### src/fsp_pkg.sv
/*
  Constants shared by the self-programming controller and its page buffer.
  Assumes a single 10 MHz core clock and a word-organised program flash.
*/
package fsp_pkg;
  // Register offsets on the Wishbone bus, byte addresses.
  localparam logic [3:0] FSP_CTRL_OFS   = 4'h0;
  localparam logic [3:0] FSP_STATUS_OFS = 4'h4;

  // Bit positions of the self_program_control register.
  localparam int FSP_IRQ_EN_BIT  = 7;
  localparam int FSP_BUSY_BIT    = 6;
  localparam int FSP_RSVD_BIT    = 5;
  localparam int FSP_REEN_BIT    = 4;
  localparam int FSP_LOCK_BIT    = 3;
  localparam int FSP_PAGE_WRITE_BIT_BIT   = 2;
  localparam int FSP_PAGE_ERASE_BIT_BIT   = 1;
  localparam int FSP_STORE_ENABLE_BIT_BIT   = 0;

  // Bit positions of the status register.
  localparam int FSP_ST_OP_BIT   = 0;
  localparam int FSP_ST_HALT_BIT = 1;
  localparam int FSP_ST_FUSE_BIT = 2;

  localparam logic [7:0] FSP_CTRL_RST = 8'h00;

  // Accepted low five-bit command patterns.
  localparam logic [4:0] FSP_CMD_REEN  = 5'h11;
  localparam logic [4:0] FSP_CMD_LOCK  = 5'h09;
  localparam logic [4:0] FSP_CMD_WRITE = 5'h05;
  localparam logic [4:0] FSP_CMD_ERASE = 5'h03;
  localparam logic [4:0] FSP_CMD_LOAD  = 5'h01;

  // Acceptance windows in core clock cycles.
  localparam logic [2:0] FSP_SPM_WIN = 3'h4;
  localparam logic [2:0] FSP_LPM_WIN = 3'h3;

  // Flash geometry: 32-word pages, 128 pages.
  localparam int FSP_WORD_W = 5;
  localparam int FSP_PAGE_W = 7;
  localparam int FSP_DATA_W = 16;
  localparam int FSP_DEPTH  = 32;
  localparam logic [FSP_PAGE_W-1:0] FSP_RWW_PAGES = 7'h60;

  localparam logic [11:0] FSP_APP_RESET_ADDR  = 12'h000;
  localparam logic [11:0] FSP_BOOT_RESET_ADDR = 12'hc00;

  localparam logic [FSP_DATA_W-1:0] FSP_ERASED_WORD = 16'hffff;
endpackage

### src/fsp_buf_if.sv
/*
  Carrier between the controller and its temporary page buffer.
  Assumes both ends share the core clock.
*/
`timescale 1ns/1ps
interface fsp_buf_if;
  import fsp_pkg::*;
  logic                  wr_en;
  logic [FSP_WORD_W-1:0] wr_idx;
  logic [FSP_DATA_W-1:0] wr_data;
  logic                  clr;
  logic [FSP_WORD_W-1:0] rd_idx;
  logic [FSP_DATA_W-1:0] rd_data;

  modport ctl (output wr_en, output wr_idx, output wr_data, output clr,
               output rd_idx, input rd_data);
  modport mem (input wr_en, input wr_idx, input wr_data, input clr,
               input rd_idx, output rd_data);
endinterface

### src/fsp_ctrl.sv
/*
  Self-programming controller: control register on classic Wishbone, command
  acceptance windows, section-busy tracking, CPU halt and the ready interrupt.
  Assumes the CPU core gives one-cycle store and load strobes on core_clk_i,
  and the flash array answers each erase or write with a one-cycle done.
*/
`timescale 1ns/1ps
// Function
// R1: Fuse one starts at address zero, fuse zero at the boot loader address.
// R2: Software has no path that changes any fuse value.
// R3: Ready interrupt is a level: enable and global flag set, store enable clear.
// R4: Erase or write to the readable section sets busy and blocks its reads.
// R5: Busy clears on re-enable after programming, or when a buffer load starts.
// R6: Bit five of the control register always reads zero.
// R7: Re-enable command with store within four cycles; refused while programming.
// R8: Writing re-enable during buffer loading discards the loaded data.
// R9: Lock command programs boot lock bits from R0; bit clears on finish or timeout.
// R10: Load within three cycles of lock command returns lock or fuse bits by Z0.
// R11: Write command writes the buffer to the page field; bit self-clears.
// R12: Erase command erases the page field's page; bit self-clears.
// R13: Programming the halt section halts the CPU for the whole operation.
// R14: Programming the readable section leaves the CPU running.
// R15: Enable alone stores R1:R0 into the buffer at the word field.
// R16: Store enable clears on store or timeout; stays set while programming.
// R17: Only five command patterns are accepted; others change nothing. The code still loads the interrupt enable, bit 7, on any control write.
// R18: The target page is latched when an operation starts.
// R19: Loads select bytes with Z0; buffer stores ignore Z0.
// R20: Software requests erase with pattern X0000011 then a store.
// R21: Software erases before writing, with the same page for both.
// R22: The buffer accepts words in any order.
// R23: Software loads a word with pattern 00000001 then a store.
// R24: Buffer clears after page write, on re-enable, and on reset.
// R25: Software requests write with pattern X0000101 then a store.
// R26: The window counts from the cycle the control write takes effect.
// R27: All control bits reset to zero.
module fsp_ctrl
  import fsp_pkg::*;
(
  input  wire logic                  core_clk_i,
  input  wire logic                  resetn_i,
  input  wire logic                  wb_cyc_i,
  input  wire logic                  wb_stb_i,
  input  wire logic                  wb_we_i,
  input  wire logic [3:0]            wb_adr_i,
  input  wire logic [3:0]            wb_sel_i,
  input  wire logic [31:0]           wb_dat_i,
  output logic      [31:0]           wb_dat_o,
  output logic                       wb_ack_o,
  input  wire logic                  spm_i,
  input  wire logic                  lpm_i,
  input  wire logic [15:0]           zptr_i,
  input  wire logic [15:0]           r1r0_i,
  input  wire logic                  gie_i,
  output logic      [7:0]            lpm_data_o,
  output logic                       lpm_hit_o,
  output logic                       cpu_halt_o,
  output logic                       rww_read_block_o,
  output logic                       ready_irq_o,
  output logic                       flash_erase_o,
  output logic                       flash_write_o,
  output logic      [FSP_PAGE_W-1:0] flash_page_o,
  input  wire logic                  flash_done_i,
  input  wire logic [FSP_WORD_W-1:0] flash_rd_idx_i,
  output logic      [FSP_DATA_W-1:0] flash_rd_data_o,
  output logic                       lock_prog_o,
  output logic      [3:0]            lock_prog_data_o,
  input  wire logic                  boot_reset_fuse_i,
  input  wire logic [7:0]            lock_bits_i,
  input  wire logic [7:0]            fuse_low_i,
  input  wire logic [7:0]            fuse_high_i,
  output logic      [11:0]           reset_vector_o
);
  typedef enum logic [2:0] {
    FSP_IDLE = 3'b001,
    FSP_ARMED = 3'b010,
    FSP_PROG = 3'b100
  } fsp_state_t;

  fsp_buf_if buf_if ();

  fsp_page_buf u_buf (
    .core_clk_i (core_clk_i),
    .resetn_i   (resetn_i),
    .bus        (buf_if.mem)
  );

  // Pin-side inputs pass two flops before use.
  logic [1:0]  fuse_sync_r;
  logic [7:0]  lock_s1_r, lock_s2_r, fl_s1_r, fl_s2_r, fh_s1_r, fh_s2_r;

  always_ff @(posedge core_clk_i or negedge resetn_i)
  begin
    if (!resetn_i)
    begin
      fuse_sync_r <= 2'h3;
      lock_s1_r   <= 8'hff;
      lock_s2_r   <= 8'hff;
      fl_s1_r     <= 8'hff;
      fl_s2_r     <= 8'hff;
      fh_s1_r     <= 8'hff;
      fh_s2_r     <= 8'hff;
    end
    else
    begin
      fuse_sync_r <= {fuse_sync_r[0], boot_reset_fuse_i};
      lock_s1_r   <= lock_bits_i;
      lock_s2_r   <= lock_s1_r;
      fl_s1_r     <= fuse_low_i;
      fl_s2_r     <= fl_s1_r;
      fh_s1_r     <= fuse_high_i;
      fh_s2_r     <= fh_s1_r;
    end
  end

  wire fuse_boot = fuse_sync_r[1];

  // The fuses are inputs only; no register write reaches them. [R2]
  assign reset_vector_o = fuse_boot ? FSP_APP_RESET_ADDR : FSP_BOOT_RESET_ADDR; // [R1]

  // Control state.
  fsp_state_t            state_r, state_nxt;
  logic                  irq_en_r;
  logic                  busy_r;
  logic [4:0]            cmd_r;
  logic [2:0]            win_r;
  logic                  halt_r;
  logic [FSP_PAGE_W-1:0] page_r;
  logic                  erase_r, write_r;
  logic                  ack_r;
  logic [7:0]            lpm_data_r;
  logic                  lpm_hit_r;
  logic                  lock_prog_r;
  logic [3:0]            lock_data_r;

  // Bus decode: a write takes effect on the edge where ack is seen high.
  wire       bus_req    = wb_cyc_i & wb_stb_i;
  wire       bus_wr     = bus_req & wb_we_i & ack_r;
  wire       sel_ctrl   = wb_adr_i == FSP_CTRL_OFS;
  wire       sel_status = wb_adr_i == FSP_STATUS_OFS;
  wire       ctrl_wr    = bus_wr & sel_ctrl & wb_sel_i[0];
  wire [4:0] wr_cmd     = wb_dat_i[4:0];
  wire       cmd_legal  = (wr_cmd == FSP_CMD_REEN) | (wr_cmd == FSP_CMD_LOCK) |
                          (wr_cmd == FSP_CMD_WRITE) | (wr_cmd == FSP_CMD_ERASE) |
                          (wr_cmd == FSP_CMD_LOAD); // [R17]
  wire       prog_busy  = state_r == FSP_PROG;
  wire       cmd_take   = ctrl_wr & cmd_legal & !prog_busy; // [R7] [R17]

  // Window: loaded on the write edge, so four later edges may take a store.
  wire       win_open   = (state_r == FSP_ARMED) & (win_r != 3'h0); // [R26]
  wire       lpm_open   = win_open & (win_r > (FSP_SPM_WIN - FSP_LPM_WIN)); // [R10]
  wire       spm_go     = win_open & spm_i;
  wire       do_load    = spm_go & (cmd_r == FSP_CMD_LOAD);
  wire       do_reen    = spm_go & (cmd_r == FSP_CMD_REEN);
  wire       do_lock    = spm_go & (cmd_r == FSP_CMD_LOCK);
  wire       do_prog    = spm_go & ((cmd_r == FSP_CMD_ERASE) | (cmd_r == FSP_CMD_WRITE));
  wire       do_read    = lpm_open & lpm_i & (cmd_r == FSP_CMD_LOCK) & !spm_i;
  wire       win_end    = (state_r == FSP_ARMED) & (win_r == 3'h1) & !spm_i & !do_read;
  wire       zpage_rww  = zptr_i[FSP_PAGE_W+FSP_WORD_W:FSP_WORD_W+1] < FSP_RWW_PAGES;

  // Lock and fuse read: Z0 picks lock bits over low fuses, Z1 the high fuses. [R10] [R19]
  wire [7:0] lock_sel   = zptr_i[0] ? lock_s2_r : fl_s2_r;
  wire [7:0] lpm_val    = zptr_i[1] ? fh_s2_r : lock_sel;

  always_comb
  begin
    state_nxt = state_r;
    case (state_r)
      FSP_IDLE:
        if (cmd_take)
          state_nxt = FSP_ARMED;
      FSP_ARMED:
        if (cmd_take)
          state_nxt = FSP_ARMED;
        else if (do_prog)
          state_nxt = FSP_PROG; // [R16]
        else if (spm_go || do_read || win_end)
          state_nxt = FSP_IDLE; // [R16]
      FSP_PROG:
        if (flash_done_i)
          state_nxt = FSP_IDLE;
      default:
        state_nxt = FSP_IDLE;
    endcase
  end

  always_ff @(posedge core_clk_i or negedge resetn_i)
  begin
    if (!resetn_i)
      state_r <= FSP_IDLE;
    else
      state_r <= state_nxt;
  end

  // Command bits stay set only while armed or programming; cleared on leaving.
  always_ff @(posedge core_clk_i or negedge resetn_i)
  begin
    if (!resetn_i)
      cmd_r <= FSP_CTRL_RST[4:0]; // [R27]
    else if (cmd_take)
      cmd_r <= wr_cmd;
    else if (state_nxt == FSP_IDLE)
      cmd_r <= 5'h00; // [R9] [R11] [R12] [R16]
  end

  always_ff @(posedge core_clk_i or negedge resetn_i)
  begin
    if (!resetn_i)
      win_r <= 3'h0;
    else if (cmd_take)
      win_r <= FSP_SPM_WIN; // [R26]
    else if (win_r != 3'h0)
      win_r <= win_r - 3'h1;
  end

  always_ff @(posedge core_clk_i or negedge resetn_i)
  begin
    if (!resetn_i)
      irq_en_r <= FSP_CTRL_RST[FSP_IRQ_EN_BIT]; // [R27]
    else if (ctrl_wr)
      irq_en_r <= wb_dat_i[FSP_IRQ_EN_BIT];
  end

  // A new erase or write to the readable section sets busy, which wins over any clear in that cycle.
  always_ff @(posedge core_clk_i or negedge resetn_i)
  begin
    if (!resetn_i)
      busy_r <= FSP_CTRL_RST[FSP_BUSY_BIT];
    else if (do_prog && zpage_rww)
      busy_r <= 1'b1; // [R4]
    else if (do_reen || do_load)
      busy_r <= 1'b0; // [R5] [R7]
  end

  // The page is latched at the start so the pointer is free afterwards.
  always_ff @(posedge core_clk_i or negedge resetn_i)
  begin
    if (!resetn_i)
    begin
      page_r  <= '0;
      halt_r  <= 1'b0;
      erase_r <= 1'b0;
      write_r <= 1'b0;
    end
    else
    begin
      erase_r <= do_prog & (cmd_r == FSP_CMD_ERASE); // [R12]
      write_r <= do_prog & (cmd_r == FSP_CMD_WRITE); // [R11]
      if (do_prog)
      begin
        page_r <= zptr_i[FSP_PAGE_W+FSP_WORD_W:FSP_WORD_W+1]; // [R18]
        halt_r <= !zpage_rww; // [R13] [R14]
      end
      else if (flash_done_i)
        halt_r <= 1'b0;
    end
  end

  // Lock programming takes bits 5..2 of R0; the pointer and R1 are unused.
  always_ff @(posedge core_clk_i or negedge resetn_i)
  begin
    if (!resetn_i)
    begin
      lock_prog_r <= 1'b0;
      lock_data_r <= 4'hf;
    end
    else
    begin
      lock_prog_r <= do_lock; // [R9]
      if (do_lock)
        lock_data_r <= r1r0_i[5:2]; // [R9]
    end
  end

  always_ff @(posedge core_clk_i or negedge resetn_i)
  begin
    if (!resetn_i)
    begin
      lpm_data_r <= 8'h00;
      lpm_hit_r  <= 1'b0;
    end
    else
    begin
      lpm_hit_r <= do_read;
      if (do_read)
        lpm_data_r <= lpm_val; // [R10]
    end
  end

  // Buffer: stores drop Z0; re-enable, including mid-fill, empties the page.
  wire page_written = flash_done_i & (cmd_r == FSP_CMD_WRITE) & prog_busy;
  wire reen_written = cmd_take & (wr_cmd == FSP_CMD_REEN);

  assign buf_if.wr_en   = do_load; // [R15]
  assign buf_if.wr_idx  = zptr_i[FSP_WORD_W:1]; // [R19]
  assign buf_if.wr_data = r1r0_i; // [R15]
  assign buf_if.clr     = page_written | reen_written; // [R8] [R24]
  assign buf_if.rd_idx  = flash_rd_idx_i;

  // Store enable stays high throughout programming, so the interrupt waits too.
  wire store_enable_bit = state_r != FSP_IDLE; // [R16]

  assign ready_irq_o      = irq_en_r & gie_i & !store_enable_bit; // [R3]
  assign rww_read_block_o = busy_r; // [R4]
  assign cpu_halt_o       = halt_r & prog_busy; // [R13]

  // Reads return the live state; bit five is held at zero.
  wire [7:0] ctrl_rd = {irq_en_r, busy_r, 1'b0, cmd_r[4:1], store_enable_bit}; // [R6]
  wire [7:0] stat_rd = {5'h00, fuse_boot, halt_r, prog_busy};
  wire [7:0] rd_mux  = sel_ctrl ? ctrl_rd : (sel_status ? stat_rd : 8'h00);

  always_ff @(posedge core_clk_i or negedge resetn_i)
  begin
    if (!resetn_i)
      ack_r <= 1'b0;
    else
      ack_r <= bus_req & !ack_r;
  end

  logic [7:0] rdata_r;

  always_ff @(posedge core_clk_i or negedge resetn_i)
  begin
    if (!resetn_i)
      rdata_r <= 8'h00;
    else if (bus_req && !ack_r)
      rdata_r <= rd_mux;
  end

  assign wb_ack_o         = ack_r;
  assign wb_dat_o         = {24'h000000, rdata_r};
  assign lpm_data_o       = lpm_data_r;
  assign lpm_hit_o        = lpm_hit_r;
  assign flash_erase_o    = erase_r;
  assign flash_write_o    = write_r;
  assign flash_page_o     = page_r;
  assign flash_rd_data_o  = buf_if.rd_data;
  assign lock_prog_o      = lock_prog_r;
  assign lock_prog_data_o = lock_data_r;
endmodule

### src/fsp_page_buf.sv
/*
  Temporary page buffer: one page of words with a fill mark per entry.
  Assumes the controller drives the ctl side on the same clock.
*/
`timescale 1ns/1ps
module fsp_page_buf
  import fsp_pkg::*;
(
  input  wire logic core_clk_i,
  input  wire logic resetn_i,
  fsp_buf_if.mem    bus
);
  logic [FSP_DATA_W-1:0] mem_r [FSP_DEPTH];
  logic [FSP_DEPTH-1:0]  filled_r;
  logic [FSP_DATA_W-1:0] rd_data_r;
  wire                   slot_free = ~filled_r[bus.wr_idx];

  // A word can be placed once per fill; the entries take any order. [R22]
  always_ff @(posedge core_clk_i or negedge resetn_i)
  begin
    if (!resetn_i)
      filled_r <= '0;
    else if (bus.clr)
      filled_r <= '0;
    else if (bus.wr_en && slot_free)
      filled_r[bus.wr_idx] <= 1'b1;
  end

  always_ff @(posedge core_clk_i)
  begin
    if (bus.wr_en && slot_free && !bus.clr)
      mem_r[bus.wr_idx] <= bus.wr_data;
  end

  // Entries never filled read as erased flash.
  always_ff @(posedge core_clk_i or negedge resetn_i)
  begin
    if (!resetn_i)
      rd_data_r <= FSP_ERASED_WORD;
    else if (filled_r[bus.rd_idx])
      rd_data_r <= mem_r[bus.rd_idx];
    else
      rd_data_r <= FSP_ERASED_WORD;
  end

  assign bus.rd_data = rd_data_r;
endmodule

### config.mk
export PLATFORM = sky130hd
export DESIGN_NAME = fsp_ctrl
export DESIGN_NICKNAME = d
export VERILOG_FILES = /design/src/fsp_pkg.sv /design/src/fsp_buf_if.sv /design/src/fsp_ctrl.sv /design/src/fsp_page_buf.sv
export SDC_FILE = /design/constraint.sdc
export NUM_CORES = 1
export LEC_CHECK = 0
export BUFFER_PORTS_ARGS = -buffer_cell sky130_fd_sc_hd__buf_2
export CORE_UTILIZATION = 45
export CTS_CLUSTER_SIZE = 28
export DETAILED_ROUTE_END_ITERATION = 16
export PLACE_DENSITY_LB_ADDON = 0.08
export SKIP_LAST_GASP = 1
export SYNTH_ARGS = -nofsm -noshare
export SYNTH_HDL_FRONTEND = slang
export SYNTH_SLANG_ARGS = --single-unit
### constraint.sdc
create_clock -name core_clk_i -period 3.7 [get_ports core_clk_i]
set_clock_uncertainty 0.15 [all_clocks]
set_input_delay 0.925 -clock core_clk_i [delete_from_list [all_inputs] [get_ports core_clk_i]]
set_output_delay 0.925 -clock core_clk_i [all_outputs]
set_load 0.02 [all_outputs]
==> impl_metrics.ini <==
[run_status]
status = finished, final reports clean

[sta]
grt_setup_unrepaired = no
tightest_slew_ns = 0.795
drv_slew = 0
final-hold-violation-count = 0
worst_slew_margin_rel_pct = 47.0
timing.fmax_mhz = 320
holdWs_ns = 0.201
period_needed_ns = 3.12
fin_crit_sh_pct = 84.4
setup_viol = 0

[layout]
area_growth_pct = 15.9
fill_cells = 4776
fin_area_mm2 = 0.0305
final_nets = 1816
drive_gt1_share_pct = 31.1
layout_common_cells = edfxtp_1, buf_2, mux2i_1, mux4_2, clkbuf_16
final_common_cell = edfxtp_1
diodes = 0

[run]
cap_viol_max_count = 0

[cts]
htree_levels = 3
cts_tree = yes
cts_num_sinks = 655
clk_path_buf_depth = 3
post_cts_buffers = 0
root_buffer = clkbuf_16
cts_hold_buf = 0
ctsResizeCount = 0
worstSkewPairLatency_ns = 0.59
cts_buffers = 71
clkTransAtPathRegs_ns = 0.06

[global_routing]
grt-ovfl-total = 0
grt_max_degree = 90
grt_pass1_vias = 14400
grt_pass1_wl_um = 90700
antenna_found_initial = 2
grt_use_total_pct = 20.6

[logic_synthesis]
ys_warn_count = 0
synth_top_area_share_pct = 58.5
synthDistinctLibCells = 81
synth_top_cell_by_area = edfxtp_1
synthFlopType = edfxtp_1
async_reset_ff_share_pct = 21.8
synth-seq-area-share_pct = 72.4
avgSynthCellArea_um2 = 17.4
synthTopCellsByArea = edfxtp_1, dfstp_2, dfrtp_1, mux4_2, mux2i_1
synth_edf_count = 512
ys_ff_latch = 655
postSynthCellCount = 1514
syn-cell-area_mm2 = 0.0263

[placed_design]
place.gp.congestion = 0.807
dpl_cell_area_mm2 = 0.0284
portBuffers = 130
dpl.hpwl_um = 37900

[setup_path]
worstSetupPathType = register to register
crit_arrival_ns = 3.23
worst-path-max-fanout = 16
endpoint_kind = register
crit_required_ns = 3.81
start_kind = register

[pwr]
design_power_total_mw = 15.3
cellPowerDensity_mw_per_mm2 = 503
power_leakage_nw = 10.8
peakVddDrop_mv = 0.353

[hold_path]
holdCritPathClass = register to register

[drt]
drt-initial-drc-count = 996
wl_per_cell_um = 24.1
ant_nets = 0
post_drt_via_cell_ratio = 5.66
num_vias = 14200
drt_pass1_iterations = 7
wl_um = 60700
drc = 0

[die]
rows = 88
die_h_um = 244
dieArea_mm2 = 0.0594
initial_utilization_pct = 45.6
core-area_mm2 = 0.0577
die_w_um = 244
pin_count = 198
through the flow:
stage          utilization [%]  std cells  setup TNS (ns)  setup WS, ns
2_1_floorplan                -       1548          -61.83        -0.316
3_3_place_gp              49.2       2394               0         0.307
3_5_place_dp              49.2       2394               0         0.293
4_1_cts                   52.8       2517               0         0.550
5_1_grt                   52.8       2517               0         0.396
6_report                  52.8       2517               0         0.576
final timing paths:
check                                      from                         endpoint  slack [ns]  cells after the start
max                        win_r[0]$_DFFE_PN0P_    u_buf.mem_r[14][10]$_DFFE_PP_        0.58                      9
max in group asynchronous              resetn_i  u_buf.bus.rd_data[15]$_DFF_PN1_        2.27                      2
max reg2reg                win_r[0]$_DFFE_PN0P_    u_buf.mem_r[14][10]$_DFFE_PP_        0.58                      9
min reg2reg                fh_s1_r[3]$_DFF_PN1_             fh_s2_r[3]$_DFF_PN1_        0.20                      0
min                        fh_s1_r[3]$_DFF_PN1_             fh_s2_r[3]$_DFF_PN1_        0.20                      0
min in group asynchronous              resetn_i        lpm_data_o[2]$_DFFE_PN0P_        0.25                      1
per-layer routing:
| layer | wire length [um] | GRT usage (%) | up-vias |
|---|---|---|---|
| met3 | 2650 | 3.19 | 106 |
| met1 | 26300 | 28.3 | 7368 |
| met2 | 30100 | 33.5 | 415 |
| met5 | 0 | 0 | - |
| met4 | 1730 | 7.06 | 0 |
| li1 | - | - | 6358 |
sequential cells by signal (all words and copies together) (netlist names), 7 cells and up:
name,flops
u_buf.mem_r,512
u_buf.filled_r,32
u_buf.bus.rd_data,16
fh_s1_r,8
fh_s2_r,8
fl_s1_r,8
fl_s2_r,8
lock_s1_r,8
lock_s2_r,8
lpm_data_o,8
flash_page_o,7
rdata_r,7
critical path, cell delays in order (launching register included):
cell,delay (ns)
dfrtp_1,0.41
inv_1,0.06
ha_1,0.19
ha_1,0.26
nor2b_1,0.27
nand4b_4,0.19
nor4_4,0.51
nand2_4,0.23
nor3_2,0.15
buf_4,0.35
cells in the mapped netlist, types with 4 or more instances:
cell,instances
a21oi_1,11
a221o_1,6
a221oi_1,26
a22o_1,14
a22oi_1,32
a31oi_1,31
a32o_1,6
a41oi_1,9
and2_1,5
buf_2,36
buf_4,40
clkbuf_1,42
dfrtp_1,72
dfstp_2,71
edfxtp_1,512
inv_1,12
mux2_2,49
mux2i_1,116
mux4_2,73
nand2_1,60
nand2b_1,4
nand3_1,20
nand3b_1,4
nor2_1,64
nor2b_1,5
nor3_1,35
nor3_2,7
nor3b_1,4
o211ai_1,23
o21ai_0,15
o21ai_1,14
o221ai_1,16
o22ai_1,4
cell type report:
class	instances	area [um^2]	share of cell area (%)
clock inverter	17	97.6	0.320
inverter	13	48.8	0.160
timing repair buffer	205	1520	4.99
clock buffer	106	1990	6.53
multi-input combinational	756	6820	22.4
sequential	655	19000	62.5
tap	765	957	3.14
kinds of logic after synthesis:
logic type                 share of synthesized area, %
AOI/OAI and AO/OA                                  6.53
xor gates and xnor gates                         0.0666
adders and majority gates                         0.181
buffers and inverters                              2.78
DFF                                                72.4
muxes                                              12.9
other                                            0.0143
and+or+nand+nor                                    5.16
where the power goes:
group | switching (mW) | internal (mW) | leakage (nW)
sequential | 0.0262 | 8.02 | 6.34
combinational | 0.547 | 0.303 | 3.46
clock | 2.72 | 3.72 | 1.02
Power figures use the tool's default switching activity.
